File: config.mk
export PLATFORM = sky130hd
export DESIGN_NAME = tmgs_timer
export DESIGN_NICKNAME = d
export VERILOG_FILES = /design/src/design/tmgs_pkg.sv /design/src/design/tmgs_timer.sv
export VERILOG_INCLUDE_DIRS = /design/src /design/src/design
export SDC_FILE = /design/constraint.sdc
export NUM_CORES = 1
export LEC_CHECK = 0
export BUFFER_PORTS_ARGS = -buffer_cell sky130_fd_sc_hd__buf_4
export CORE_ASPECT_RATIO = 0.6
export CORE_MARGIN = 2
export CORE_UTILIZATION = 30
export DETAILED_ROUTE_END_ITERATION = 10
export GPL_TIMING_DRIVEN = 0
export PLACE_DENSITY = 0.55
export SYNTH_ARGS = -nofsm -noshare
export SYNTH_HDL_FRONTEND = slang
export SYNTH_SLANG_ARGS = --single-unit
File: constraint.sdc
create_clock -name pclk -period 2.9 [get_ports pclk]
set_clock_uncertainty 0.05 [all_clocks]
set_input_delay 0.29 -clock pclk [delete_from_list [all_inputs] [get_ports pclk]]
set_output_delay 0.29 -clock pclk [all_outputs]
set_load 0.005 [all_outputs]
File: src/design/tmgs_cfg.svh
/*
  Constants for the timer mode, gating and clock-source block: register
  offsets, field positions, reset values and the prescale count.
  Assumes it is included by bare name from the design and the testbench.
*/
`ifndef TMGS_CFG_SVH
`define TMGS_CFG_SVH

// ----------------------------------------------------------------------
// Register byte offsets
// ----------------------------------------------------------------------
`define TMGS_OFS_MODE     8'h00
`define TMGS_OFS_RUN      8'h04
`define TMGS_OFS_CLKSEL   8'h08
`define TMGS_OFS_PINCFG   8'h0c
`define TMGS_OFS_CNT0     8'h10
`define TMGS_OFS_CNT1     8'h14

// ----------------------------------------------------------------------
// Field positions
// ----------------------------------------------------------------------
`define TMGS_MODE_T0_LSB  0
`define TMGS_MODE_T0_SRC  2
`define TMGS_MODE_T0_GATE 3
`define TMGS_MODE_T1_LSB  4
`define TMGS_MODE_T1_SRC  6
`define TMGS_MODE_T1_GATE 7
`define TMGS_RUN_LSB      0
`define TMGS_FLAG_LSB     4

// ----------------------------------------------------------------------
// Reset values
// ----------------------------------------------------------------------
`define TMGS_MODE_RST     8'h00
`define TMGS_CNT_RST      16'h0000

// ----------------------------------------------------------------------
// Timing: system clock cycles per divided timer tick
// ----------------------------------------------------------------------
`define TMGS_PRESCALE_DIV 4'hc

`endif

File: src/design/tmgs_pkg.sv
/*
  Types for the timer mode, gating and clock-source block.
  Assumes tmgs_cfg.svh is on the include path.
*/
package tmgs_pkg;

  // ----------------------------------------------------------------------
  // Operating mode encoding, shared by both timers
  // ----------------------------------------------------------------------
  typedef enum logic [1:0] {
    TMGS_MODE_13BIT  = 2'b00,
    TMGS_MODE_16BIT  = 2'b01,
    TMGS_MODE_RELOAD = 2'b10,
    TMGS_MODE_IDLE   = 2'b11
  } tmgs_mode_type;

  // ----------------------------------------------------------------------
  // Per-timer control view decoded from the mode control register
  // ----------------------------------------------------------------------
  typedef struct packed {
    logic          gate;
    logic          src;
    tmgs_mode_type mode;
  } tmgs_tctl_type;

  // ----------------------------------------------------------------------
  // Whole state of the block
  // ----------------------------------------------------------------------
  typedef struct packed {
    logic [7:0]       mode_ctl;
    logic [1:0]       run;
    logic [1:0]       flag;
    logic [1:0]       fast_clk;
    logic [1:0]       pin_pol;
    logic [1:0][15:0] cnt;
    logic [1:0]       pin_prev;
    logic [3:0]       div;
    logic [31:0]      rdata;
    logic             slverr;
  } tmgs_state_type;

endpackage : tmgs_pkg

File: src/design/tmgs_timer.sv
/*
  Mode, gating and clock-source logic for two counter/timers, with the
  mode control, run/flag, clock select, pin polarity and count registers
  behind an APB slave.
  Assumes APB signals, count pins and interrupt pins are synchronous to
  pclk, and that the interrupt controller pulses vector_ack on entry.
*/
`timescale 1ns/100ps
`include "tmgs_cfg.svh"

module tmgs_timer (
  input  wire logic        pclk,
  input  wire logic        presetn,
  input  wire logic        clk_en,
  input  wire logic        psel,
  input  wire logic        penable,
  input  wire logic        pwrite,
  input  wire logic [7:0]  paddr,
  input  wire logic [31:0] pwdata,
  output logic             pready,
  output logic [31:0]      prdata,
  output logic             pslverr,
  input  wire logic [1:0]  count_pin,
  input  wire logic        ext_irq_pin_zero,
  input  wire logic        ext_irq_pin_one,
  input  wire logic [1:0]  vector_ack,
  output logic [1:0]       overflow_flag
);

  tmgs_pkg::tmgs_state_type state_reg;
  tmgs_pkg::tmgs_state_type state_next;
  tmgs_pkg::tmgs_tctl_type  tctl [2];
  logic [1:0]               irq_pin;
  logic [1:0]               irq_active;
  logic [1:0]               run_enable;
  logic [1:0]               pin_fall;
  logic [1:0]               inc;
  logic [1:0]               ovf_evt;
  logic [1:0]               cnt_wr;
  logic [1:0][16:0]         stepped;
  logic                     div_tick;
  logic                     addr_ok;
  logic                     wr_access;

  // ----------------------------------------------------------------------
  // Counter step for one increment in the given mode
  // ----------------------------------------------------------------------
  // Returns the overflow flag in bit 16 and the new count below it.
  function automatic logic [16:0] step_count(input logic [15:0] c,
                                             input tmgs_pkg::tmgs_mode_type m);
    logic [16:0] r;
    logic [5:0]  lo5;
    logic [8:0]  hi9;
    r   = {1'b0, c};
    lo5 = {1'b0, c[4:0]} + 6'h01;
    hi9 = {1'b0, c[15:8]} + 9'h001;
    unique case (m)
      tmgs_pkg::TMGS_MODE_13BIT: begin
        // Low five bits act as a prescaler below the high byte
        if (lo5[5]) begin
          r = {hi9[8], hi9[7:0], c[7:5], 5'h00};
        end else begin
          r = {1'b0, c[15:5], lo5[4:0]};
        end
      end
      tmgs_pkg::TMGS_MODE_16BIT: begin
        r = {1'b0, c} + 17'h0_0001;
      end
      tmgs_pkg::TMGS_MODE_RELOAD: begin
        if (c[7:0] == 8'hff) begin
          r = {1'b1, c[15:8], c[15:8]};
        end else begin
          r = {1'b0, c[15:8], c[7:0] + 8'h01};
        end
      end
      tmgs_pkg::TMGS_MODE_IDLE: begin
        r = {1'b0, c};
      end
    endcase
    return r;
  endfunction

  // ----------------------------------------------------------------------
  // Mode field decode, gating and count sources
  // ----------------------------------------------------------------------
  assign tctl[0] = state_reg.mode_ctl[`TMGS_MODE_T0_GATE:`TMGS_MODE_T0_LSB];
  assign tctl[1] = state_reg.mode_ctl[`TMGS_MODE_T1_GATE:`TMGS_MODE_T1_LSB];
  assign irq_pin = {ext_irq_pin_one, ext_irq_pin_zero};
  assign div_tick = (state_reg.div == 4'h0);
  assign addr_ok = (paddr[1:0] == 2'b00) && (paddr <= `TMGS_OFS_CNT1);
  assign wr_access = psel && penable && pwrite && clk_en && addr_ok;

  genvar g;
  generate
    for (g = 0; g < 2; g++) begin : g_timer
      // Pin polarity bit 1 means the pin is active high
      assign irq_active[g] = (irq_pin[g] == state_reg.pin_pol[g]);
      assign run_enable[g] = state_reg.run[g] &&
                             (!tctl[g].gate || irq_active[g]);
      assign pin_fall[g] = state_reg.pin_prev[g] && !count_pin[g];
      assign inc[g] = run_enable[g] && (tctl[g].src ? pin_fall[g]
                      : (state_reg.fast_clk[g] || div_tick));
      assign stepped[g] = step_count(state_reg.cnt[g], tctl[g].mode);
      assign ovf_evt[g] = inc[g] && stepped[g][16];
      assign cnt_wr[g] = wr_access &&
                         (paddr == (g == 0 ? `TMGS_OFS_CNT0 : `TMGS_OFS_CNT1));
    end
  endgenerate

  // ----------------------------------------------------------------------
  // Next state
  // ----------------------------------------------------------------------
  always_comb begin
    state_next = state_reg;
    if (clk_en) begin
      state_next.pin_prev = count_pin;
      state_next.div = div_tick ? (`TMGS_PRESCALE_DIV - 4'h1) : (state_reg.div - 4'h1);
      for (int i = 0; i < 2; i++) begin
        if (inc[i]) begin
          state_next.cnt[i] = stepped[i][15:0];
        end
        // A bus write of the count wins over a same-cycle increment
        if (cnt_wr[i]) begin
          state_next.cnt[i] = pwdata[15:0];
        end
        if (vector_ack[i]) begin
          state_next.flag[i] = 1'b0;
        end
      end
      if (wr_access) begin
        unique case (paddr)
          `TMGS_OFS_MODE:   state_next.mode_ctl = pwdata[7:0];
          `TMGS_OFS_RUN: begin
            state_next.run  = pwdata[`TMGS_RUN_LSB +: 2];
            state_next.flag = pwdata[`TMGS_FLAG_LSB +: 2];
          end
          `TMGS_OFS_CLKSEL: state_next.fast_clk = pwdata[1:0];
          `TMGS_OFS_PINCFG: state_next.pin_pol = pwdata[1:0];
          default: ;
        endcase
      end
      // Hardware set wins over a software or vector clear
      state_next.flag = state_next.flag | ovf_evt;
      // Read data and error are latched in the setup phase
      if (psel && !penable) begin
        state_next.slverr = !addr_ok;
        state_next.rdata = 32'h0000_0000;
        unique case (paddr)
          `TMGS_OFS_MODE:   state_next.rdata = {24'h00_0000, state_reg.mode_ctl};
          `TMGS_OFS_RUN:    state_next.rdata = {26'h000_0000, state_reg.flag,
                                                2'b00, state_reg.run};
          `TMGS_OFS_CLKSEL: state_next.rdata = {30'h0000_0000, state_reg.fast_clk};
          `TMGS_OFS_PINCFG: state_next.rdata = {30'h0000_0000, state_reg.pin_pol};
          `TMGS_OFS_CNT0:   state_next.rdata = {16'h0000, state_reg.cnt[0]};
          `TMGS_OFS_CNT1:   state_next.rdata = {16'h0000, state_reg.cnt[1]};
          default:          state_next.rdata = 32'h0000_0000;
        endcase
      end
    end
  end

  always_ff @(posedge pclk or negedge presetn) begin
    if (!presetn) begin
      state_reg <= '{mode_ctl: `TMGS_MODE_RST,
                     cnt:      {`TMGS_CNT_RST, `TMGS_CNT_RST},
                     div:      4'h0,
                     rdata:    32'h0000_0000,
                     default:  '0};
    end else begin
      state_reg <= state_next;
    end
  end

  // ----------------------------------------------------------------------
  // Outputs
  // ----------------------------------------------------------------------
  // Wait states only while the clock enable is low, so state stays frozen
  // Limitation: a setup phase under a low clock enable latches no read data
  assign pready = clk_en;
  assign prdata = state_reg.rdata;
  assign pslverr = state_reg.slverr;
  assign overflow_flag = state_reg.flag;
endmodule // tmgs_timer

== Yosys cells after proc, flatten, opt, wreduce, memory -nomap -nowiden ==
Index checks and enable logic that the tools add are counted.
Word-level totals
  register bits: 87
  logic and storage cells: 120
Operators by class
  reduce and logical (&&, ||, !) cells: 44
  bitwise logic cells: 1
  add/subtract/negate cells: 9
  $lt $le $gt $ge: 1
  mux-type cells: 22
  equal/unequal tests: 28
Operators by type and width (count)
  one-hot mux 17 bit (4 select lines): 2
  two-way mux 16 bit: 6
  one-hot mux 16 bit (6 select lines): 1
  two-way mux 17 bit: 4
  adder 16 x 1 -> 17 bit, second input constant: 2
  adder 8 x 1 -> 9 bit, second input constant: 2
  AND reduction 3 bit: 6
  adder 8 x 1 -> 8 bit, second input constant: 2
  equality test 8 x 4 -> 1 bit, second input constant: 2
  equality test 8 x 5 -> 1 bit, second input constant: 2
  equality test 8 bit, second input constant: 2
  logical AND 1 bit: 16
  adder 5 x 1 -> 6 bit, second input constant: 2
  inequality test 2 bit, second input constant: 6
  inequality test 2 x 1 -> 1 bit, second input constant: 5
  AND reduction 5 bit: 2
  equality test 2 bit, second input constant: 4
  equality test 8 x 3 -> 1 bit, second input constant: 1
  less-or-equal comparator 8 x 5 -> 1 bit, second input constant: 1
  logical NOT 8 bit: 1
  two-way mux 4 bit: 2
  two-way mux 8 bit: 1
  AND reduction 4 bit: 2
  logical NOT 1 bit: 6
  other kinds (12): 25

== Longest topological paths before layout ==
Gate-level depths: netlist of run 1.
  word-level depth: 7
  depth in mapped cells: 9
  mapped depth without buffers: 7

== Least setup slack after synthesis of run 1 ==
No wires, ideal clock.
  path type: register -> register
  from: register state_reg[33] in the netlist's numbering
  to: register state_reg[43] in the netlist's numbering
  data arrival time: 2.314 ns
  cell stages (with the launch flop): 10
  slack: 0.458 ns
  path buffers: 2
  cell sequence: dfrtp_1 > inv_1 > ha_1 > or3b_1 > buf_6 > a21o_1 > or3b_1 > buf_2 > or4b_1 > a21oi_1
Between the ends
  cells in the longest elaborated chain, start to end: 6
Ends and longest elaborated chain
  start, declared: line tmgs_timer.sv:30  | tmgs_pkg::tmgs_state_type state_reg;
  start signal, assigned: line tmgs_timer.sv:164  | state_reg <= '{mode_ctl: `TMGS_MODE_RST,
  start signal, assigned: line tmgs_timer.sv:170  | state_reg <= state_next;
  logical NOT 4 bit: line tmgs_timer.sv:89  | assign div_tick = (state_reg.div == 4'h0);
  logical OR 1 bit: line tmgs_timer.sv:102  | : (state_reg.fast_clk[g] || div_tick));
  two-way mux 1 bit: line tmgs_timer.sv:101  | assign inc[g] = run_enable[g] && (tctl[g].src ? pin_fall[g]
  logical AND 1 bit: line tmgs_timer.sv:101
  nonzero test 2 bit (no source line)
  AND reduction 3 bit (no source line)
No other way between the ends.
A chain may end at the register's enable or synchronous reset.

== Final worst setup path of run 1 ==
  from: register state_reg[41] in the netlist's numbering
  to: register state_reg[51] in the netlist's numbering
Between the ends
  cells in the longest elaborated chain, start to end: 4
  elaborated cells on any way between the ends: 7
Ends and longest elaborated chain
  adder 16 x 1 -> 17 bit: line tmgs_timer.sv:67  | r = {1'b0, c} + 17'h0_0001;
  one-hot mux 17 bit (4 select lines): line tmgs_timer.sv:57  | unique case (m)
  two-way mux 16 bit: line tmgs_timer.sv:119  | if (inc[i]) begin
  two-way mux 16 bit: line tmgs_timer.sv:123  | if (cnt_wr[i]) begin
Several ways; a longest one is shown, not always the timed one. The select of a mux whose other input is x is not followed.

==> qor.yml, run 1 <==
status:
  outcome: "complete, no violations"
layout:
  drive_above_1_share_pct: 21.6
  fin_nets: 747
  num_antenna_cells: 0
  largest_register_ffs: 52
  areaGrowthSynthToFinish_pct: 21.8
pwr:
  switching_share_pct: 25.8
  vdd_drop_max_mv: 0.278
  p_sw_w: 0.000674
  power_frac_seq_pct: 40.6
  p_leak_nw: 2.56
  fin_total_pwr_w: 0.00261
  p_clk_share_pct: 49.3
  p_per_area_mw_per_mm2: 412
  comb_power_share_pct: 10.1
  internal-power_w: 0.00194
timing:
  rsz0062_at_grt: "false"
  period_share_pct: 95.3
  slew_viol_final: 0
  max_freq_ghz: 0.362
  min_period_ns: 2.76
  hold_viol_final: 0
  worst_pin_slew_ns: 1.16
  worst_slack_ns: 0.136
  setup_viol: 0
  slew_headroom_pct: 22.1
setup_path:
  cp.required_ns: 3.07
  worstPathMaxFanout: 10
  crit_path_start_kind: "flop"
  cp_slowest_stage_delay_ns: 0.50
  cp_cell_sequence: "buf_2, and4_1, clkbuf_1, a21oi_1, a2111oi_4, o21ai_1, a221o_1"
  worstPathArrival_ns: 2.94
  setup.worst_path.end_class: "flop"
  cp_slowest_cell: "a2111oi_4"
  crit_type: "reg -> reg"
flow_run:
  drv_cap: 0
cts:
  hold_buffers: 0
  cts_buffer_depth: 2
  cts.sinks: 71
  clock_latency_ns: 0.34
  h-tree-depth: 3
  cts_root_buf: "clkbuf_16"
  cts_buffers: 9
  clk_pin_slew_ns: 0.07
  cts_tree: "built"
detailed_routing:
  route.vias.total: 5473
  final_antenna_net_count: 0
  dr.pass1.iters: 7
  top_layer: "met4"
  route.met2.wl_mm: 7.59
  post_drt_wl_per_cell_um: 22.6
  drc: 0
  m1WireLength_mm: 10.6
  wirelength_mm: 21.0
  drtIter0Drc: 626
  via_per_inst: 5.89
  wl_met3_mm: 2.62
grt:
  track_usage_pct: 22.8
  grt_overflow: 0
  antenna_found_initial: 1
  grt_pass1_wl_mm: 31.7
  first_global_vias: 5091
  grt_max_degree: 72
synthesis:
  synth_edf_count: 0
  syn_area_mm2: 0.00521
  synth_top_family_by_area: "compound AO/OA/AOI/OAI gates"
  synth_top_area_share_pct: 34.1
  syn_avg_cell_area_um2: 8.55
  synth_compound_area_share_pct: 27.5
  synth_most_common_cell: "dfrtp_1"
  synthXorXnorAreaFrac_pct: 2.02
  synth.area.top_cells: "dfrtp_1 34%, buf_4 5.0%, mux2_2 4.8%, o21ai_0 4.6%, nand2_1 4.0%"
  synth_seq_cells: 71
  yosysUniqueCellTypes: 72
  synth_top_area_cell: "dfrtp_1"
  synth.area.mux_share_pct: 5.82
  yosys.area_share.adder_pct: 1.20
  yosys.area_share.simple_pct: 19.3
  synth_cells: 609
  seq_area_frac_synth_pct: 34.1
  ys.flop_type: "dfrtp_1"
  yosys_warnings: 0
  ys_top_cells_by_count: "71 x dfrtp_1, 55 x nand2_1, 48 x o21ai_0, 39 x clkbuf_1, 35 x buf_4"
  synth_async_sr_flop_share_pct: 100
placed_design:
  routabilityCongestion: 0.977
  pre_cts_ws_ns: -0.226
  port_buffers: 54
  dp_hpwl_mm: 16.1
die:
  num_io_pins: 88
  chipHeight_um: 106
  die-area_mm2: 0.0185
  rows: 37
  core_area_mm2: 0.0171
  chipWidth_um: 174
  floorplan.initialDensity_pct: 30.5
worst_hold_path:
  min_path_type: "in -> async"
[power by group through the flow]
| stage | Combinational [W] | Sequential [W] | Clock, W |
|---|---|---|---|
| detailed placement | 0.000260 | 0.00108 | 0 |
| global route | 0.000294 | 0.00107 | 0.00133 |
| global placement | 0.000250 | 0.00107 | 0 |
| floorplan | 0.000141 | 0.00107 | 0 |
| finish | 0.000264 | 0.00106 | 0.00129 |
| CTS | 0.000262 | 0.00106 | 0.00130 |
[final timing paths]
| path | depth (start not counted) | to | from | slack, ns |
|---|---|---|---|---|
| setup / recovery | 7 | state_reg[51] | state_reg[41] | 0.14 |
| hold / removal | 1 | state_reg[63] | presetn | 0.03 |
| setup reg to reg | 7 | state_reg[51] | state_reg[41] | 0.14 |
| hold reg to reg | 2 | prdata[9] | prdata[9] | 0.43 |
| max in group asynchronous | 1 | state_reg[62] | presetn | 2.09 |
| min in group pclk | 2 | state_reg[38] | count_pin[1] | 0.14 |
[repair_timing]
action,CTS,global route
pin swaps,0,1
resized for setup,3,3
hold endpoints to repair,0,0
cloned,0,0
endpoints found under the setup margin,4,10
setup buffers,0,1
[per-stage QoR]
step | setup TNS (ns) | cells | hold WS [ns] | utilization [%] | cell area [µm²]
floorplan | 0 | 624 | -0.0556 | - | 5260
global placement | -0.294 | 912 | 0.420 | 34.9 | 5960
detailed placement | -0.249 | 912 | 0.421 | 34.9 | 5960
CTS | 0 | 928 | 0.107 | 36.9 | 6310
global route | 0 | 929 | 0.139 | 37.1 | 6340
finish | 0 | 929 | 0.0264 | 37.1 | 6340
[layout make-up]
| class | instances | area, µm² |
|---|---|---|
| buffer | 82 | 453 |
| clock buffer | 11 | 253 |
| clock inverter | 5 | 80.1 |
| fill | 1771 | 10700 |
| inverter | 17 | 63.8 |
| multi-input combinational | 454 | 3010 |
| sequential | 71 | 1780 |
| tap | 234 | 293 |
| timing repair buffer | 55 | 413 |
[kinds of logic (layout without fill, tap and decap cells)]
kind of cell	after synthesis	in the layout
other	1	16
and+or+nand+nor	194	194
AOI/OAI and AO/OA	202	202
adders and majority gates	5	5
xor gates and xnor gates	12	12
muxes	25	25
DFF	71	71
buffers and inverters	99	170
[cells in the final DEF, fill, tap and decap left out, drive strengths merged, types with 9 or more instances in the layout]
master / instances
o21ai: 49
nand3: 28
mux2: 22
a22oi: 13
nand4: 17
inv: 17
conb: 16
o211ai: 10
buf: 98
nor3: 15
o31ai: 10
nand2: 55
nor2: 22
dfrtp: 71
and3: 17
a31oi: 14
a21oi: 22
a211oi: 9
clkbuf: 50
[per-layer routing]
metal | track usage (%) | up-vias
met3 | 8.48 | 21
li1 | - | 2447
met5 | 0 | -
met2 | 27.9 | 323
met1 | 36.4 | 2682
met4 | 3.96 | 0
[worst max-delay path, delay by kind of cell, from the launching register on]
kind	cells	cell delay, ns
compound gates	4	1.46
buf+inv	2	0.60
flops	1	0.31
simple gates	1	0.21
Power figures use the tool's default switching activity.
==> run 2, diff against run 1 <==
--- a/config.mk
+++ b/config.mk
@@ -13,6 +13,7 @@
 export DETAILED_ROUTE_END_ITERATION = 10
 export GPL_TIMING_DRIVEN = 0
 export PLACE_DENSITY = 0.55
+export SETUP_SLACK_MARGIN = 0.15
 export SYNTH_ARGS = -nofsm -noshare
 export SYNTH_HDL_FRONTEND = slang
 export SYNTH_SLANG_ARGS = --single-unit
==> run 2 against run 1 <==
Net effect: count of clock-buffer cells in the layout unchanged; final cell count increased by 0.11%; flip-flop and latch count unchanged; maximum frequency increased by 3.6%; largest cell class unchanged; largest power group unchanged.
==> qor.yml, run 2 (synthesis gave the netlist of run 1 again) <==
die:
  die-area_mm2: 0.0185  # unchanged
  chipHeight_um: 106  # unchanged
  chipWidth_um: 174  # unchanged
  core_area_mm2: 0.0171  # unchanged
  floorplan.initialDensity_pct: 30.5  # unchanged
  num_io_pins: 88  # unchanged
  rows: 37  # unchanged
grt:
  first_global_vias: 5108  # +0.33%
  grt_overflow: 0  # unchanged
  grt_max_degree: 72  # unchanged
  track_usage_pct: 22.8  # +0.031 points
  grt_pass1_wl_mm: 31.8  # +0.17%
  antenna_found_initial: 1  # unchanged
cts:
  cts_root_buf: "clkbuf_16"
  clk_pin_slew_ns: 0.06  # about the same
  clock_latency_ns: 0.34  # about the same
  hold_buffers: 0  # unchanged
  cts.sinks: 71  # unchanged
  cts_buffers: 9  # unchanged
  cts_tree: "built"
  h-tree-depth: 3  # unchanged
  cts_buffer_depth: 2  # unchanged
layout:
  drive_above_1_share_pct: 22.0  # +0.40 points
  largest_register_ffs: 52  # unchanged
  num_antenna_cells: 0  # unchanged
  fin_nets: 748  # +0.13%
  mostFrequentLayoutCells: "91 x buf_4, 71 x dfrtp_1, 55 x nand2_1"
  fill_cells: 1771  # unchanged
  final_common_cell: "buf_4"
  areaGrowthSynthToFinish_pct: 22.4
  fin_cells: 930  # +0.11%
setup_path:
  r2r_slack_ns: 0.23  # +0.10 ns
  cp_cell_sequence: "ha_1, nand4_1, nor2_1, o21ai_0, a2111oi_4, o32a_1"
  cp.required_ns: 3.13  # +0.06 ns
  reg2reg_from: "state_reg[55]"
  setup.worst_path.end_class: "flop"
  crit_type: "reg -> reg"
  crit_path_start_kind: "flop"
  reg2reg_depth: 6  # -1
  worstPathMaxFanout: 7  # -3
  cp_slowest_stage_delay_ns: 0.53  # +0.03 ns
  worstPathArrival_ns: 2.90  # -0.04 ns
  critPathLaunch: "state_reg[55]"
  r2r-end: "state_reg[67]"
  cp_slowest_cell: "a2111oi_4"
detailed_routing:
  drtIter0Drc: 687  # +9.7%
  route.vias.total: 5482  # +0.16%
  dr.pass1.iters: 5  # -2
  post_drt_wl_per_cell_um: 22.6  # +0.17%
  final_antenna_net_count: 0  # unchanged
  via_per_inst: 5.89  # about the same
  wirelength_mm: 21.0  # +0.28%
  drc: 0  # unchanged
pwr:
  p_per_area_mw_per_mm2: 409  # -0.62%
  p_leak_nw: 2.57  # +0.36%
  vdd_drop_max_mv: 0.277  # -0.47%
placed_design:
  port_buffers: 54  # unchanged
  routabilityCongestion: 0.977  # unchanged
  dp_hpwl_mm: 16.1  # unchanged
  dp_cells: 912  # unchanged
timing:
  min_period_ns: 2.67  # -0.0969 ns
  hold_viol_final: 0  # unchanged
  worst_pin_slew_ns: 0.985  # -0.172 ns
  slew_headroom_pct: 34.3  # +12 points
  whs_ns: 0.0298  # +0.00345 ns
  max_freq_ghz: 0.375  # +3.6%
  period_share_pct: 92.0  # -3.3 points
  slew_viol_final: 0  # unchanged
  rsz0062_at_grt: "true"
  setup_viol: 0  # unchanged
worst_hold_path:
  min_path_type: "in -> async"
flow_run:
  drv_cap: 0  # unchanged
status:
  outcome: "complete, no violations"
## run 2: worst max-delay path, delay by kind of cell, from the launching register on
family | cells | cell delay, ns
AO/OA/AOI/OAI | 3 | 1.08
flip-flops | 1 | 0.47
AND/OR/NAND/NOR | 2 | 0.71
adder cells (fa/ha/maj) | 1 | 0.29
## run 2: cell type report
type	count	area (µm²)	area share, %
clock buffers	11	253	3.97
flip-flops and latches	71	1780	27.9
repair buffers	56	420	6.60
clock inverters	5	80.1	1.26
well taps	234	293	4.60
plain buffers	82	454	7.13
multi-input cells	454	3030	47.6
inverters	17	63.8	1.00
## run 2: worst max-delay path by stage
stage,to,cells past startpoint
3_3_place_gp,state_reg[67],8
4_1_cts,state_reg[67],8
2_1_floorplan,state_reg[43],9
5_1_grt,state_reg[67],9
6_report,state_reg[67],6
3_5_place_dp,state_reg[67],8
## run 2: power by group
part | internal (W) | total (W) | leakage, nW | switching [W]
Sequential | 0.00103 | 0.00106 | 0.951 | 0.0000359
Combinational | 0.000113 | 0.000266 | 1.46 | 0.000153
Clock | 0.000800 | 0.00128 | 0.158 | 0.000479
## run 2: metal layers
layer,part of all wire (%),track usage [%]
met5,0,0
met4,0.81,4.02
met3,14,8.55
met2,37,28.0
met1,49,36.4
## run 2: what timing repair did
item                                    in CTS  in global routing
hold endpoints to repair                     0                  0
setup buffers                                2                  0
endpoints found under the setup margin      10                 18
pin swaps                                    1                  0
resized for setup                            4                  7
## run 2: metrics by stage
stage	total power (W)	instance area [µm²]	utilization, %	setup WS [ns]	TNS (ns)
after floorplan	0.00121	5260	-	0.458	0
after global placement	0.00132	5960	34.9	-0.227	-0.294
after detailed placement	0.00134	5960	34.9	-0.226	-0.249
after CTS	0.00262	6330	37.1	0.126	0
after global routing	0.00269	6370	37.3	0.162	0
final	0.00261	6370	37.3	0.233	0
